`src/hdl/adcc_pkg.sv`:
```
// package: register map, field layout and state record of the converter control block
package adcc_pkg;

  localparam int unsigned ADDR_W = 8;

  // word offsets (byte addresses)
  localparam logic [7:0] OFF_RESULT_LOW  = 8'h00;
  localparam logic [7:0] OFF_RESULT_HIGH = 8'h04;
  localparam logic [7:0] OFF_CTRL_MAIN   = 8'h08;
  localparam logic [7:0] OFF_SRC_CLOCK   = 8'h0C;
  localparam logic [7:0] OFF_REF_CTRL    = 8'h10;
  localparam logic [7:0] OFF_BANDGAP     = 8'h14;
  localparam logic [7:0] OFF_IRQ_STATUS  = 8'h18;
  localparam logic [7:0] OFF_IRQ_CLEAR   = 8'h1C;
  localparam logic [7:0] OFF_IRQ_ENABLE  = 8'h20;

  // converter_control_main fields
  localparam int unsigned POS_START   = 7;
  localparam int unsigned POS_BUSY    = 6;
  localparam int unsigned POS_ENABLE  = 5;
  localparam int unsigned POS_JUSTIFY = 4;
  // converter_source_clock fields
  localparam int unsigned POS_SRC     = 4;
  localparam int unsigned POS_CLKDIV  = 0;
  // converter_reference_ctrl fields
  localparam int unsigned POS_AMP_EN  = 7;
  localparam int unsigned POS_AMP_IN  = 4;
  localparam int unsigned POS_REF_SRC = 2;
  localparam int unsigned POS_GAIN    = 0;
  // interrupt bits
  localparam int unsigned IRQ_DONE    = 0;
  localparam int unsigned IRQ_IGNORED = 1;
  localparam int unsigned IRQ_W       = 2;

  localparam logic [7:0] CTRL_MAIN_RESET = 8'h00;
  localparam logic [3:0] SRC_EXTERNAL    = 4'h0;
  localparam int unsigned DIV_CNT_W      = 7;

  typedef struct packed {
    logic              start_bit;
    logic              busy;
    logic              enable;
    logic              justify;
    logic [3:0]        ext_ch;
    logic [3:0]        src;
    logic [2:0]        clkdiv;
    logic              amp_en;
    logic              amp_in;
    logic [1:0]        ref_src;
    logic [1:0]        gain;
    logic              bg_en;
    logic [11:0]       result;
    logic [IRQ_W-1:0]  irq_stat;
    logic [IRQ_W-1:0]  irq_en;
    logic              irq;
    logic [31:0]       prdata;
    logic              pready;
    logic              pslverr;
    logic              conv_start;
    logic [15:0]       ch_onehot;
    logic              ext_connect;
    logic              gnd_connect;
    logic [15:0]       pin_analog;
  } adcc_state_type;

  typedef struct packed {
    logic              psel;
    logic              penable;
    logic              pwrite;
    logic [ADDR_W-1:0] paddr;
    logic [31:0]       pwdata;
  } adcc_apb_req_type;

endpackage

```
`src/hdl/adcc_clkdiv.sv`:
```
// conversion clock divider: one tick every 2^sel system clocks
`timescale 1ns/1ps
module adcc_clkdiv
  import adcc_pkg::*;
#(
  parameter int unsigned SEL_W = 3
) (
  input  wire logic             mclk,
  input  wire logic             reset_n,
  input  wire logic             run,
  input  wire logic [SEL_W-1:0] sel,
  output logic                  tick
);

  typedef struct packed {
    logic [DIV_CNT_W-1:0] count;
    logic                 tick;
  } adcc_div_type;

  adcc_div_type st;
  adcc_div_type next_st;
  logic [DIV_CNT_W-1:0] last;

  if (SEL_W > 3) begin : g_chk
    $error("adcc_clkdiv: divider select wider than counter");
  end

  always_comb begin
    last = DIV_CNT_W'((1 << sel) - 1);
    next_st = st;
    next_st.tick = 1'b0;
    if (!run) begin
      next_st.count = '0;
    end else if (st.count >= last) begin
      next_st.count = '0;
      next_st.tick = 1'b1;
    end else begin
      next_st.count = st.count + 1'b1;
    end
  end

  always_ff @(posedge mclk or negedge reset_n) begin
    if (!reset_n) begin
      st <= '0;
    end else begin
      st <= next_st;
    end
  end

  assign tick = st.tick;

endmodule

```
`src/hdl/adcc_top.sv`:
```
// converter control block: APB registers, start/busy sequencing, result formatting, input routing
// Operation
// a conversion starts only when start is written high then low again
// busy rises when a conversion starts and falls when it completes
// enable bit powers the converter; low switches it off
// while disabled both result bytes keep their old contents
// justify 0: high byte D11..D4, low byte D3..D0 in upper nibble, lower nibble zero
// justify 1: high byte D11..D8 in lower nibble, low byte D7..D0
// result bits unused by the chosen format read zero
// every result is a 12-bit unsigned value for any source
// channel codes 0..11 route input n; 12..15 connect nothing
// an internal source disconnects the external channel regardless of channel code
// a pin used as converter input loses its digital function and pull-up
// bandgap register bit 0 enables the reference; other bits unimplemented
// main control resets to zero; busy read-only, others read/write
// clock select codes 0..7 divide system clock by 1..128
// source code 0 external, 1..3 supply fractions, 10xx ground
// start pulse while busy is ignored; running conversion completes
`timescale 1ns/1ps
module adcc_top
  import adcc_pkg::*;
#(
  parameter int unsigned NUM_CH = 12,
  parameter int unsigned RES_W  = 12
) (
  input  wire logic              mclk,
  input  wire logic              reset_n,
  input  wire logic              psel,
  input  wire logic              penable,
  input  wire logic              pwrite,
  input  wire logic [ADDR_W-1:0] paddr,
  input  wire logic [31:0]       pwdata,
  output logic [31:0]            prdata,
  output logic                   pready,
  output logic                   pslverr,
  input  wire logic              core_done,
  input  wire logic [RES_W-1:0]  core_result,
  input  wire logic [NUM_CH-1:0] pin_analog_sel,
  output logic                   conv_start,
  output logic                   conv_clk_tick,
  output logic                   converter_enable,
  output logic [NUM_CH-1:0]      analog_input_n_connect,
  output logic                   ext_input_connect,
  output logic                   ground_input_connect,
  output logic [3:0]             input_source_sel,
  output logic                   ref_amplifier_enable,
  output logic                   amplifier_input_sel,
  output logic [1:0]             reference_source_sel,
  output logic [1:0]             amplifier_gain_sel,
  output logic                   bandgap_enable,
  output logic [NUM_CH-1:0]      pin_function_override,
  output logic                   irq
);

  if (NUM_CH > 15 || NUM_CH == 0 || RES_W != 12) begin : g_chk
    $error("adcc_top: channel count or result width unsupported");
  end

  adcc_state_type st;
  adcc_state_type next_st;
  adcc_apb_req_type req;

  logic access;
  logic wr_now;
  logic start_fall;
  logic trigger;
  logic done_evt;
  logic src_internal;
  logic [IRQ_W-1:0] evt;
  logic [IRQ_W-1:0] clr;

  assign req = '{psel: psel, penable: penable, pwrite: pwrite, paddr: paddr, pwdata: pwdata};

  function automatic logic [7:0] fmt_low(input logic [11:0] r, input logic j);
    fmt_low = j ? r[7:0] : {r[3:0], 4'h0}; // see R5 //
  endfunction

  function automatic logic [7:0] fmt_high(input logic [11:0] r, input logic j);
    fmt_high = j ? {4'h0, r[11:8]} : r[11:4]; // see R5 //
  endfunction

  function automatic logic is_mapped(input logic [ADDR_W-1:0] a);
    is_mapped = (a == OFF_RESULT_LOW) || (a == OFF_RESULT_HIGH) || (a == OFF_CTRL_MAIN) ||
                (a == OFF_SRC_CLOCK) || (a == OFF_REF_CTRL) || (a == OFF_BANDGAP) ||
                (a == OFF_IRQ_STATUS) || (a == OFF_IRQ_CLEAR) || (a == OFF_IRQ_ENABLE);
  endfunction

  adcc_clkdiv #(
    .SEL_W (3)
  ) u_div (
    .mclk    (mclk),
    .reset_n (reset_n),
    .run     (st.enable),
    .sel     (st.clkdiv),
    .tick    (conv_clk_tick)
  );

  always_comb begin
    next_st = st;
    // first access cycle computes the answer, second (pready high) commits
    access = req.psel && req.penable && !st.pready;
    wr_now = req.psel && req.penable && st.pready && req.pwrite && !st.pslverr;
    start_fall = wr_now && (req.paddr == OFF_CTRL_MAIN) && st.start_bit && !req.pwdata[POS_START];
    trigger = start_fall && st.enable && !st.busy; // see R1 //
    done_evt = st.busy && core_done;
    evt = '0;
    clr = '0;
    evt[IRQ_DONE] = done_evt;
    evt[IRQ_IGNORED] = start_fall && st.busy;
    // internal source codes 0001..0011, 0101..0111 and ground 10xx
    src_internal = !((st.src == SRC_EXTERNAL) || (st.src == 4'h4) || (st.src[3:2] == 2'b11));

    next_st.pready = access;
    next_st.pslverr = access && !is_mapped(req.paddr);
    next_st.conv_start = trigger;
    if (access) begin
      next_st.prdata = '0;
      unique case (req.paddr)
        OFF_RESULT_LOW:  next_st.prdata[7:0] = fmt_low(st.result, st.justify);
        OFF_RESULT_HIGH: next_st.prdata[7:0] = fmt_high(st.result, st.justify);
        OFF_CTRL_MAIN:   next_st.prdata[7:0] = {st.start_bit, st.busy, st.enable, st.justify, st.ext_ch};
        OFF_SRC_CLOCK:   next_st.prdata[7:0] = {st.src, 1'b0, st.clkdiv};
        OFF_REF_CTRL:    next_st.prdata[7:0] = {st.amp_en, 2'b00, st.amp_in, st.ref_src, st.gain};
        OFF_BANDGAP:     next_st.prdata[7:0] = {7'h00, st.bg_en};
        OFF_IRQ_STATUS:  next_st.prdata[IRQ_W-1:0] = st.irq_stat;
        OFF_IRQ_ENABLE:  next_st.prdata[IRQ_W-1:0] = st.irq_en;
        default:         next_st.prdata = '0;
      endcase
    end

    if (wr_now) begin
      unique case (req.paddr)
        OFF_CTRL_MAIN: begin
          // busy is not writable
          next_st.start_bit = req.pwdata[POS_START];
          next_st.enable    = req.pwdata[POS_ENABLE];
          next_st.justify   = req.pwdata[POS_JUSTIFY];
          next_st.ext_ch    = req.pwdata[3:0];
        end
        OFF_SRC_CLOCK: begin
          next_st.src    = req.pwdata[POS_SRC +: 4];
          next_st.clkdiv = req.pwdata[POS_CLKDIV +: 3];
        end
        OFF_REF_CTRL: begin
          next_st.amp_en  = req.pwdata[POS_AMP_EN];
          next_st.amp_in  = req.pwdata[POS_AMP_IN];
          next_st.ref_src = req.pwdata[POS_REF_SRC +: 2];
          next_st.gain    = req.pwdata[POS_GAIN +: 2];
        end
        OFF_BANDGAP:    next_st.bg_en = req.pwdata[0];
        OFF_IRQ_CLEAR:  clr = req.pwdata[IRQ_W-1:0];
        OFF_IRQ_ENABLE: next_st.irq_en = req.pwdata[IRQ_W-1:0];
        default: ;
      endcase
    end

    // busy: set by a valid start, cleared by completion or by power-off
    if (trigger) begin
      next_st.busy = 1'b1;
    end else if (done_evt || !st.enable) begin
      next_st.busy = 1'b0;
    end
    // a disabled converter never overwrites the result pair
    if (done_evt && st.enable) begin
      next_st.result = core_result; // see R4 //
    end

    // set wins over a clear in the same cycle
    next_st.irq_stat = (st.irq_stat & ~clr) | evt;
    next_st.irq = |(next_st.irq_stat & next_st.irq_en);

    // channel routing from the currently held fields
    next_st.ch_onehot = '0;
    if (!src_internal && (st.ext_ch < 4'(NUM_CH))) begin
      next_st.ch_onehot[st.ext_ch] = 1'b1; // see R9 //
    end
    next_st.ext_connect = !src_internal && (st.ext_ch < 4'(NUM_CH));
    next_st.gnd_connect = (st.src[3:2] == 2'b10);
    next_st.pin_analog = 16'(pin_analog_sel);
  end

  always_ff @(posedge mclk or negedge reset_n) begin
    if (!reset_n) begin
      st <= '0;
    end else begin
      st <= next_st;
    end
  end

  assign prdata                 = st.prdata;
  assign pready                 = st.pready;
  assign pslverr                = st.pslverr;
  assign conv_start             = st.conv_start;
  assign converter_enable       = st.enable;
  assign analog_input_n_connect = st.ch_onehot[NUM_CH-1:0];
  assign ext_input_connect      = st.ext_connect;
  assign ground_input_connect   = st.gnd_connect;
  assign input_source_sel       = st.src;
  assign ref_amplifier_enable   = st.amp_en;
  assign amplifier_input_sel    = st.amp_in;
  assign reference_source_sel   = st.ref_src;
  assign amplifier_gain_sel     = st.gain;
  assign bandgap_enable         = st.bg_en;
  assign pin_function_override  = st.pin_analog[NUM_CH-1:0];
  assign irq                    = st.irq;
endmodule

```
`config.mk`:
```
export PLATFORM = sky130hd
export DESIGN_NAME = adcc_top
export DESIGN_NICKNAME = d
export VERILOG_FILES = /design/src/hdl/adcc_pkg.sv /design/src/hdl/adcc_clkdiv.sv /design/src/hdl/adcc_top.sv
export SDC_FILE = /design/constraint.sdc
export NUM_CORES = 1
export LEC_CHECK = 0
export BUFFER_PORTS_ARGS = -buffer_cell sky130_fd_sc_hd__buf_2
export CORE_ASPECT_RATIO = 1.75
export CORE_MARGIN = 4
export CORE_UTILIZATION = 51
export CTS_BUF_LIST = sky130_fd_sc_hd__clkbuf_8
export CTS_CLUSTER_SIZE = 20
export DETAILED_ROUTE_END_ITERATION = 7
export GPL_TIMING_DRIVEN = 0
export PLACE_DENSITY = 0.81
export SLEW_MARGIN = 20
export SYNTH_ARGS = -nofsm -noshare
export SYNTH_HDL_FRONTEND = slang
export SYNTH_SLANG_ARGS = --single-unit
export TNS_END_PERCENT = 1
```
`constraint.sdc`:
```
create_clock -name mclk -period 3.48 [get_ports mclk]
set_input_delay 0.348 -clock mclk [delete_from_list [all_inputs] [get_ports mclk]]
set_output_delay 0.348 -clock mclk [all_outputs]
set_load 0.03 [all_outputs]
```
# After elaboration in Yosys (flattened, before gate mapping)
# Index checks and enable logic that the tools add are counted.
totals:
  ff_bits: 84
  output_inout_bits: 75
classes:
  n_addsub: 2
  n_lt_le_gt_ge: 4
  eq_ne: 11
  shift: 1
  muxes: 17
  n_bitwise: 4
  n_reduce_logical: 41
ops:
  columns: ["op", "count"]
  rows:
  - ["$eq A8 B5 Y1 const B", 4]
  - ["$pmux W6 S5", 1]
  - ["$eq A8 B4 Y1 const B", 2]
  - ["$logic_and A1 B1 Y1", 16]
  - ["$mux W8", 2]
  - ["$pmux W2 S8", 1]
  - ["$mux W7", 2]
  - ["$mux W12", 1]
  - ["$logic_or A1 B1 Y1", 11]
  - ["$eq A8 B3 Y1 const B", 1]
  - ["$eq A8 B6 Y1 const B", 1]
  - ["$logic_not A8 Y1", 1]
  - ["$mux W2", 4]
  - ["$reduce_and A2 Y1", 4]
  - ["$add A7 B1 Y7 const B", 1]
  - ["$ge A7 B7 Y1", 1]
  - ["$shl A1 B3 Y7 const A", 1]
  - ["$sub A7 B2 Y7 const B", 1]
  - ["$logic_not A1 Y1", 6]
  - ["$lt A4 B5 Y1 const B", 1]
  - ["$mux W1", 5]
  - ["$and A2 B2 Y2", 2]
  - ["$demux W1 S4", 1]
  - ["$eq A2 B2 Y1 const B", 2]
  - ["other kinds (8)", 8]

# Longest topological paths before layout
# Gate-level depths: netlist of the first run.
logic_depth:
  depth_word: 11
  mapped_depth: 7

# Cells and area by module
# From an unflattened synthesis of the first run, not the netlist that was laid out.
unflattened:
  hier_cells: 384
  hier_area_um2: 4276.6
modules_own_cells:
  columns: ["mod", "n_inst", "cells_per_inst", "area_each_um2"]
  rows:
  - ["adcc_top", 1, 329, 3752.3]
  - ["adcc_clkdiv", 1, 55, 524.3]

# Worst setup path before layout of the first run
# OpenSTA, ideal clock, no wires.
synth_path:
  path_type: "register -> register"
  startpoint: "reg st[95] (netlist bit)"
  endpoint: "reg u_div.st[3] (netlist bit)"
  t_arrival_ns: 2.181
  path_slack_ns: 1.225
  stages_incl_launch_ff: 8
  n_path_buf: 0
  path_cell_list: "dfrtp_1 -> or3_1 -> ha_1 -> nand2b_1 -> a21o_1 -> a2111oi_0 -> o21ai_1 -> nor2_1"
synth_lines:
  columns: ["item", "line_no", "source"]
  rows:
  - ["start, declared", "adcc_top.sv:59", "adcc_state_type st;"]
  - ["start signal, assigned", "adcc_top.sv:186", "st <= next_st;"]
  - ["end signal, assigned", "adcc_clkdiv.sv:46", "st <= next_st;"]
  - ["end, declared", "adcc_clkdiv.sv:20", "adcc_div_type st;"]

==> impl.org, run 1 <==
** Status
- Outcome :: complete, no violations

** Synthesis
- Share of cell area taken by muxes after synthesis :: 0.1066
- Counting flops and latches in the post-synthesis netlist gives 84.
- Counting flops with a built-in enable in the synthesized netlist gives 0.
- Combinational family with the most area after synthesis :: simple AND/OR/NAND/NOR gates
- Area share of the leading cell type in the synthesized netlist :: 0.4907
- Ranked by total cell area, the synthesized netlist is headed by dfrtp_1 49%, buf_4 12%, mux2_2 9.7%, nand2_1 3.0%, nor2_1 2.6%.
- Arithmetic-cell share of the synthesized area counting full adders, half adders and majority gates :: 0.02336
- Simple-gate area share of the yosys netlist :: 0.1507
- Commonest register cell after synthesis :: dfrtp_1
- Synthesis produced 400 cells.
- Count of cell types in the netlist :: 54
- For this run, the number of Yosys warnings is 0.
- Share of synthesized registers carrying an async set or reset :: 1.000
- Summed over all instances, the cell type with the most area after synthesis is dfrtp_1.
- The area fraction in compound gates after synthesis was 0.08586.
- The share of the Yosys chip area taken by registers is 0.4907.
- In this run the cell area of the synthesized design comes to 0.004284 mm2.
- Dividing the synthesized area by the synthesized cell count gives between 10 and 15 um2.
- Post-synthesis xor/xnor area fraction :: 0.01022

** Setup path
- Critical-path maximum fanout :: 8
- The worst setup path is captured at a flip-flop.
- Measured in cells, the most critical reg-to-reg path has a length of 7.
- The critical path goes through or3_1, ha_1, nand2b_1, a21o_1, a2111oi_0, o21ai_1, nor2_1.
- The critical path contains buffers and inverters numbering 0 combined.
- The largest individual stage delay along the critical path comes from the cell a2111oi_0.
- Counting buffers and inverters, the worst setup path is 7 cells deep.
- For the worst setup path, the data required time is around 3800 ps.
- Top cell family by delay on the critical path :: compound AO/OA/AOI/OAI gates
- STA classifies the critical path startpoint as a flip-flop.
- Crit Path Class :: reg2reg
- Slowest stage delay, CP :: around 590 ps
- For the worst setup path, the data arrival time is 2910 ps.

** Routing
- Dividing the detail-routed via count by the number of cells gives 5.241.
- DRC violations left :: 0
- Residual antenna-violating net count after detailed routing :: 0
- For this run, the detailed router's first-pass iteration total came to 4.
- The detailed router finished its first iteration with between 150 and 200 violations.
- Wires add up to a little over 10 mm.
- Routed length per instance :: 16.30 um
- Summing over every cut layer, the via total after detailed routing is between 3000 and 4000.

** Clock tree
- Counting along the longest clock path gives a buffer depth of 2.
- In this run, CTS created clock tree buffers numbering 9.
- Clock tree synthesis found a total of between 80 and 90 sinks.
- Clock tree synthesis selected as its root buffer the cell clkbuf_8.
- TritonCTS clock tree :: built
- After clock tree synthesis, the clock-pin slew on the worst setup and hold paths is ~90 ps.
- The number of gates resized after CTS was 0.
- For the worst-skew pair, the clock arrives at the later sink with an insertion delay of 370 ps.
- H-tree levels :: 3

** Power and ir drop
- VDD IR-drop max :: between 0.0002 and 0.0003 V
- Pwr Density :: roughly 370 mW/mm2
- The design draws ~0.0019 W.
- Static Leakage :: 2.731 nW

** Timing
- At the pin with the least slew margin, the transition time is about 600 ps.
- Setup repair after global routing left no endpoint under its margin.
- Timing would allow up to ~380 MHz.
- Post-route minimum period :: roughly 2600 ps
- Pins over their slew limit :: 0
- Share of the clock period used by the worst path :: 0.7503
- Hold Fails Final Rpt :: 0
- Number of endpoints failing setup at the final stage :: 0
- Summed over all failing endpoints, the final setup total negative slack is 0 ps.
- Max transition margin :: 0.5906
- Worst clock skew :: 7.143 ps

** Floorplanning
- The die covers between 0.009 and 0.01 mm2.
- Overall die width :: roughly 77 um
- Core area :: roughly 0.0083 mm2
- Y dimension of the die :: between 100 and 150 um
- Top-Level Pins :: around 150
- For this configuration, the core starts out at a cell density of 0.5188.
- The floorplan has 44 rows.

** Layout
- Final instance count without filler cells :: 627
- Share of post-route cells with drive strength above 1 :: 0.4224
- Commonest non-fill, non-tap cells in the layout :: 97 x buf_2, 84 x dfrtp_1, 67 x buf_4
- The library cell used most frequently in the layout, excluding fill and tap cells, is buf_2.
- The repair_antennas step left the layout with diodes totalling 0.
- Fill cells in the final layout number between 700 and 800.
- Net count of the finished layout :: just over 600
- The area growth from synthesis to layout is 21.00%.

** Placement
- At the end of routability-driven placement, the weighted congestion stood at 0.9701.
- Number of buffer cells added on primary ports :: 94
- After legalization and detailed placement, the total HPWL measured approximately 8.0 mm.
- Counting tap cells, the placed design contains a total of 610 instances.

** GRT
- Largest net degree at the start of global routing :: 53
- The via count of the first global-routing pass was roughly 3300.
- The first global-routing pass estimated 15.92 mm of wire.
- The total overflow left after global routing is 0.
- Across every metal layer, demand over resource in global routing totals 0.2064.
- Number of antenna violations at the first check in global routing :: 0

** Flow run
- Across the run, the number of max-cap violations was 0.

** Min path
- Path type of the worst min-delay path :: in2reg
- Instance count along the most critical hold path :: 1
cells by family after synthesis:
kind of cell | count (synthesis)
AOI/OAI and AO/OA | 56
muxes | 41
adders and majority gates | 8
other | 1
and+or+nand+nor | 122
buffers and inverters | 83
DFF | 84
xor gates and xnor gates | 5
what timing repair did:
action,CTS,global route
setup buffers,0,0
endpoints found under the hold margin,32,0
hold buffers,1,0
report_power, final:
group | switching [W] | internal (W) | total (W)
combinational | 0.000154 | 0.0000892 | 0.000243
sequential | 0.00000898 | 0.000994 | 0.00100
clock | 0.000367 | 0.000300 | 0.000666
registers in the layout (all words and copies together) (netlist names), 2 cells and up:
name and flops:
st 26, analog_input_n_connect 12, pin_function_override 12, prdata 8, u_div.st 7, input_source_sel 4
amplifier_gain_sel 2, reference_source_sel 2
cell usage after synthesis (4+ instances only):
master     n
buf_4     66
clkbuf_1   7
o21ai_0   10
nor2_1    30
nand3_1   11
inv_1      4
mux2_2    37
a22oi_1    4
buf_2      4
nand3b_1   6
nand2b_1   5
and3_1     4
mux2i_1    4
nand2_1   34
a31oi_1    4
a21oi_1   16
ha_1       8
dfrtp_1   84
nor3_1     6
nor2b_1    8
area by class of cell:
class / count / area, um2 / share of cell area
sequential: 84 / 2102 / 0.4055
multi-input combinational: 256 / 1704 / 0.3287
buffer: 78 / 545.5 / 0.1052
timing repair buffer: 96 / 510.5 / 0.09848
clock buffer: 11 / 151.4 / 0.02921
tap: 92 / 115.1 / 0.02221
clock inverter: 5 / 36.28 / 0.007000
inverter: 5 / 18.77 / 0.003621
per-layer routing:
| metal | global-route usage | vias up | part of all wire |
|---|---|---|---|
| met5 | 0 | - | 0 |
| met4 | 0.1551 | 0 | 0.057 |
| met3 | 0.03964 | 37 | 0.073 |
| met2 | 0.3734 | 156 | 0.53 |
| met1 | 0.2074 | 1536 | 0.34 |
| li1 | - | 1557 | - |
per-stage QoR:
step	area [um2]	util	hold slack, ps	setup slack [ps]
after global placement	4956	0.6002	457.5	950.2
after floorplan	4370	-	52.41	1225
after detailed placement	4986	0.6038	332.2	881.4
after global routing	5184	0.6277	82.47	646.1
final	5184	0.6277	82.88	869.1
after CTS	5184	0.6277	74.48	863.2
final timing paths:
kind                                    from                       end  slack [ps]
max                                   st[95]               u_div.st[1]         870
min                        pin_analog_sel[3]  pin_function_override[3]          80
max reg2reg                           st[95]               u_div.st[1]         870
min reg2reg                        prdata[3]                 prdata[3]         500
max in group asynchronous            reset_n               u_div.st[6]        2400
min in group asynchronous            reset_n                    st[81]         470
Power figures use the tool's default switching activity.
==> run 2, diff against run 1 <==
--- a/config.mk
+++ b/config.mk
@@ -8,12 +8,12 @@
 export BUFFER_PORTS_ARGS = -buffer_cell sky130_fd_sc_hd__buf_2
 export CORE_ASPECT_RATIO = 1.75
 export CORE_MARGIN = 4
-export CORE_UTILIZATION = 51
+export CORE_UTILIZATION = 47
 export CTS_BUF_LIST = sky130_fd_sc_hd__clkbuf_8
 export CTS_CLUSTER_SIZE = 20
 export DETAILED_ROUTE_END_ITERATION = 7
 export GPL_TIMING_DRIVEN = 0
-export PLACE_DENSITY = 0.81
+export PLACE_DENSITY = 0.78
 export SLEW_MARGIN = 20
 export SYNTH_ARGS = -nofsm -noshare
 export SYNTH_HDL_FRONTEND = slang
==> constraint.sdc (replaced) <==
create_clock -name mclk -period 2.4 [get_ports mclk]
set_input_delay 0.24 -clock mclk [delete_from_list [all_inputs] [get_ports mclk]]
set_output_delay 0.24 -clock mclk [all_outputs]
set_load 0.03 [all_outputs]
==> impl.org, run 2 (synthesis results as in run 1) <==
** Setup path
- The worst-path maximum fanout was 8 (unchanged).
- The data arrival at the endpoint of the critical path came to 2520 ps (-390 ps).
- The critical path in this run is classified as reg2reg.
- The number of cells on the worst reg-to-reg path was 7 (unchanged).
- The required time at the worst-slack endpoint is 2650 ps (-1130 ps).
- Kind of end point of the critical path :: flip-flop
- The worst setup path is launched from a flip-flop.

** Floorplanning
- Starting density of the core :: 0.4877 (-0.03104)
- Die area :: 0.01077 mm2 (+7.8%)
- The number of top-level pins was 145 (unchanged).
- The number of rows created at floorplan came to 45 (+2.3%).
- Overall die width :: 80.17 um (+3.7%)
- The die height came to 134.3 um (+3.9%).
- The core area came to 0.008783 mm2 (+6.4%).

** GRT
- Largest net degree at the start of global routing :: 53 (unchanged)
- The number of antenna violations at the first check in global routing was 0 (unchanged).
- The first-pass GRT wire length was 16.79 mm (+5.5%).
- The via count of the first global-routing pass came to 3440 (+2.8%).
- The aggregate global-route resource usage is 0.2076 (+0.001157).
- GR Overflow Total :: 0 (unchanged)

** Routing
- The total via count in the routed design is 3352 (+2.0%).
- DRC violations left :: 0 (unchanged)
- Drt initial violations :: 170 (-5.6%)
- 1st-pass router iterations :: 5 (+1)
- Mean number of vias per cell :: 5.079 (-3.1%)
- The final routed wirelength across all metal layers was 10.70 mm (+4.7%).
- Routed length per instance :: 16.20 um (-0.57%)
- Residual antenna-violating net count after detailed routing :: 0 (unchanged)

** Status
- Outcome :: complete, no violations

** Clock tree
- The number of CTS-inserted buffers is 9 (unchanged).
- TritonCTS built the clock tree.
- The number of H-tree branching levels was 3 (unchanged).
- CTS root buffer :: clkbuf_8
- The clock latency on the worst-skew pair came to 370 ps (about the same).
- The number of buffers on the longest clock path was 2 (unchanged).
- The post-CTS clock slew at the launch and capture registers of the worst setup and hold paths was 80 ps (about the same).
- Clk sink count :: 84 (unchanged)

** Power and ir drop
- Pwr Density :: 550.5 mW/mm2 (+49%)
- VDD IR-drop max :: 0.0004248 V (+49%)
- The net switching power came to 0.0007134 W (+35%).
- The clock network fraction of total power is 0.385 (+0.037).
- Reg power frac :: 0.491 (-0.033)
- Switching share of power :: 0.2406 (-0.03638)
- Static Leakage :: 2.800 nW (+2.5%)
- Internal Pwr Total :: 0.002251 W (+63%)
- Combinational power share :: 0.125 (-0.002)
- Final total power :: 0.002965 W (+55%)

** Timing
- Worst clock skew :: 8.662 ps (+1.519 ps)
- The actual transition at the worst max-transition pin was 614.4 ps (+15.67 ps).
- The number of max-slew violations in the final report is 0 (unchanged).
- The minimum clock period after layout is 2268 ps (-343.4 ps).
- Share of the clock period used by the worst path :: 0.9448 (+0.1945)
- Hold Fails Final Rpt :: 0 (unchanged)
- Worst Hold Margin :: 95.51 ps (+12.64 ps)
- Number of endpoints failing setup at the final stage :: 0 (unchanged)
- The highest clock frequency the design can meet is 441.0 MHz (+15%).
- Unrepaired setup endpoints after global routing :: no
- Max transition margin :: 0.5870 (-0.003534)

** Layout
- The net total in the final layout is 620 (+2.0%).
- Inserted Diodes :: 0 (unchanged)
- Commonest non-fill, non-tap cells in the layout :: 97 x buf_2, 83 x dfrtp_1, 67 x buf_4
- Compared with the post-synthesis result, the final layout area differs by 25.70%.
- Leaving out fill and tap cells, the most frequent cell in the layout is buf_2.
- The layout filler cell count came to 774 (+9.3%).
- Number of flip-flops in the largest register :: 26 (unchanged)
- Final instance count without filler cells :: 660 (+5.3%)
- Post-Route Utilization :: 0.6131 (-0.01462)
- Share of post-route cells with drive strength above 1 :: 0.4162 (-0.006224)
- Register with the most flip-flops :: st
- The final instance area is 0.005385 mm2 (+3.9%).

** Placement
- The cell area after placement came to 0.005017 mm2 (+0.63%).
- The detailed-placement wirelength estimate came to 8.309 mm (+3.3%).
- The number of I/O port buffers is 94 (unchanged).
- Gpl congestion :: 0.9662 (-0.40%)
- Cell count after placement :: 635 (+4.1%)

** Min path
- Path type of the worst min-delay path :: in2reg
- Instance count along the most critical hold path :: 2 (+1)

** Flow run
- The max-capacitance violation count was 0 (unchanged).
## run 2: cell count changes in the layout (fill, tap and decap cells not counted), moves of 2 or more
cell           previous run  this run
clkbuf_8                 11         9
clkinvlp_4                2         0
bufinv_16                 0         3
dlygate4sd3_1             1        13
## run 2: path summary, 6_finish.rpt
check / start / end / slack, ps
min in group asynchronous: reset_n / st[85] / 350
worst max register to register: st[95] / u_div.tick / 130
max in group asynchronous: reset_n / st[95] / 1440
worst min-delay path: core_result[11] / st[85] / 100
worst min register to register: u_div.st[1] / u_div.st[1] / 500
worst max-delay path: st[95] / u_div.tick / 130
## run 2: timing repair
action,CTS,global route
buffers inserted,0,0
endpoints found under the hold margin,44,0
resized for setup,3,2
endpoints found under the setup margin,8,8
hold buffers,13,0
pin swaps,1,0
## run 2: metal layers
| layer | global-route usage | wire length (um) | up-vias |
|---|---|---|---|
| met2 | 0.3708 | 5731 | 150 |
| met1 | 0.2076 | 3698 | 1591 |
| li1 | - | - | 1580 |
| met4 | 0.1241 | 559 | 0 |
| met5 | 0 | 0 | - |
| met3 | 0.05712 | 705 | 31 |
## run 2: area by class of cell
type / instances / area, um2 / share of cell area
Clock buffer: 9 / 123.9 / 0.02300
Tap cell: 117 / 146.4 / 0.02718
Buffer: 78 / 545.5 / 0.1013
Clock inverter: 3 / 90.09 / 0.01673
Multi-Input combinational cell: 256 / 1727 / 0.3206
Sequential cell: 84 / 2103 / 0.3906
Inverter: 5 / 18.77 / 0.003485
Timing Repair Buffer: 108 / 630.6 / 0.1171
## run 2: stage by stage
stage / worst slack (ps) / TNS [ps]
final: 132.5 / 0
after global routing: 34.05 / 0
after CTS: 57.79 / 0
after detailed placement: -171.1 / -1043
after global placement: -129.9 / -857.7
after floorplan: 144.6 / 0
## run 2: worst max-delay path, stage by stage, from the launching register on
cell and delay [ps]:
dfrtp_2 470, or3_1 400, ha_1 280, nand2b_1 140
a21o_1 210, a2111oi_4 390, nor2_1 90, o21a_1 180
## run 2: power groups by stage
stage,Combinational (W),Clock (W),Sequential [W]
final,0.000369,0.00114,0.00145
after global routing,0.000398,0.00124,0.00146
after CTS,0.000369,0.00117,0.00145
after detailed placement,0.000351,0,0.00148
after global placement,0.000340,0,0.00148
after floorplan,0.000222,0,0.00148
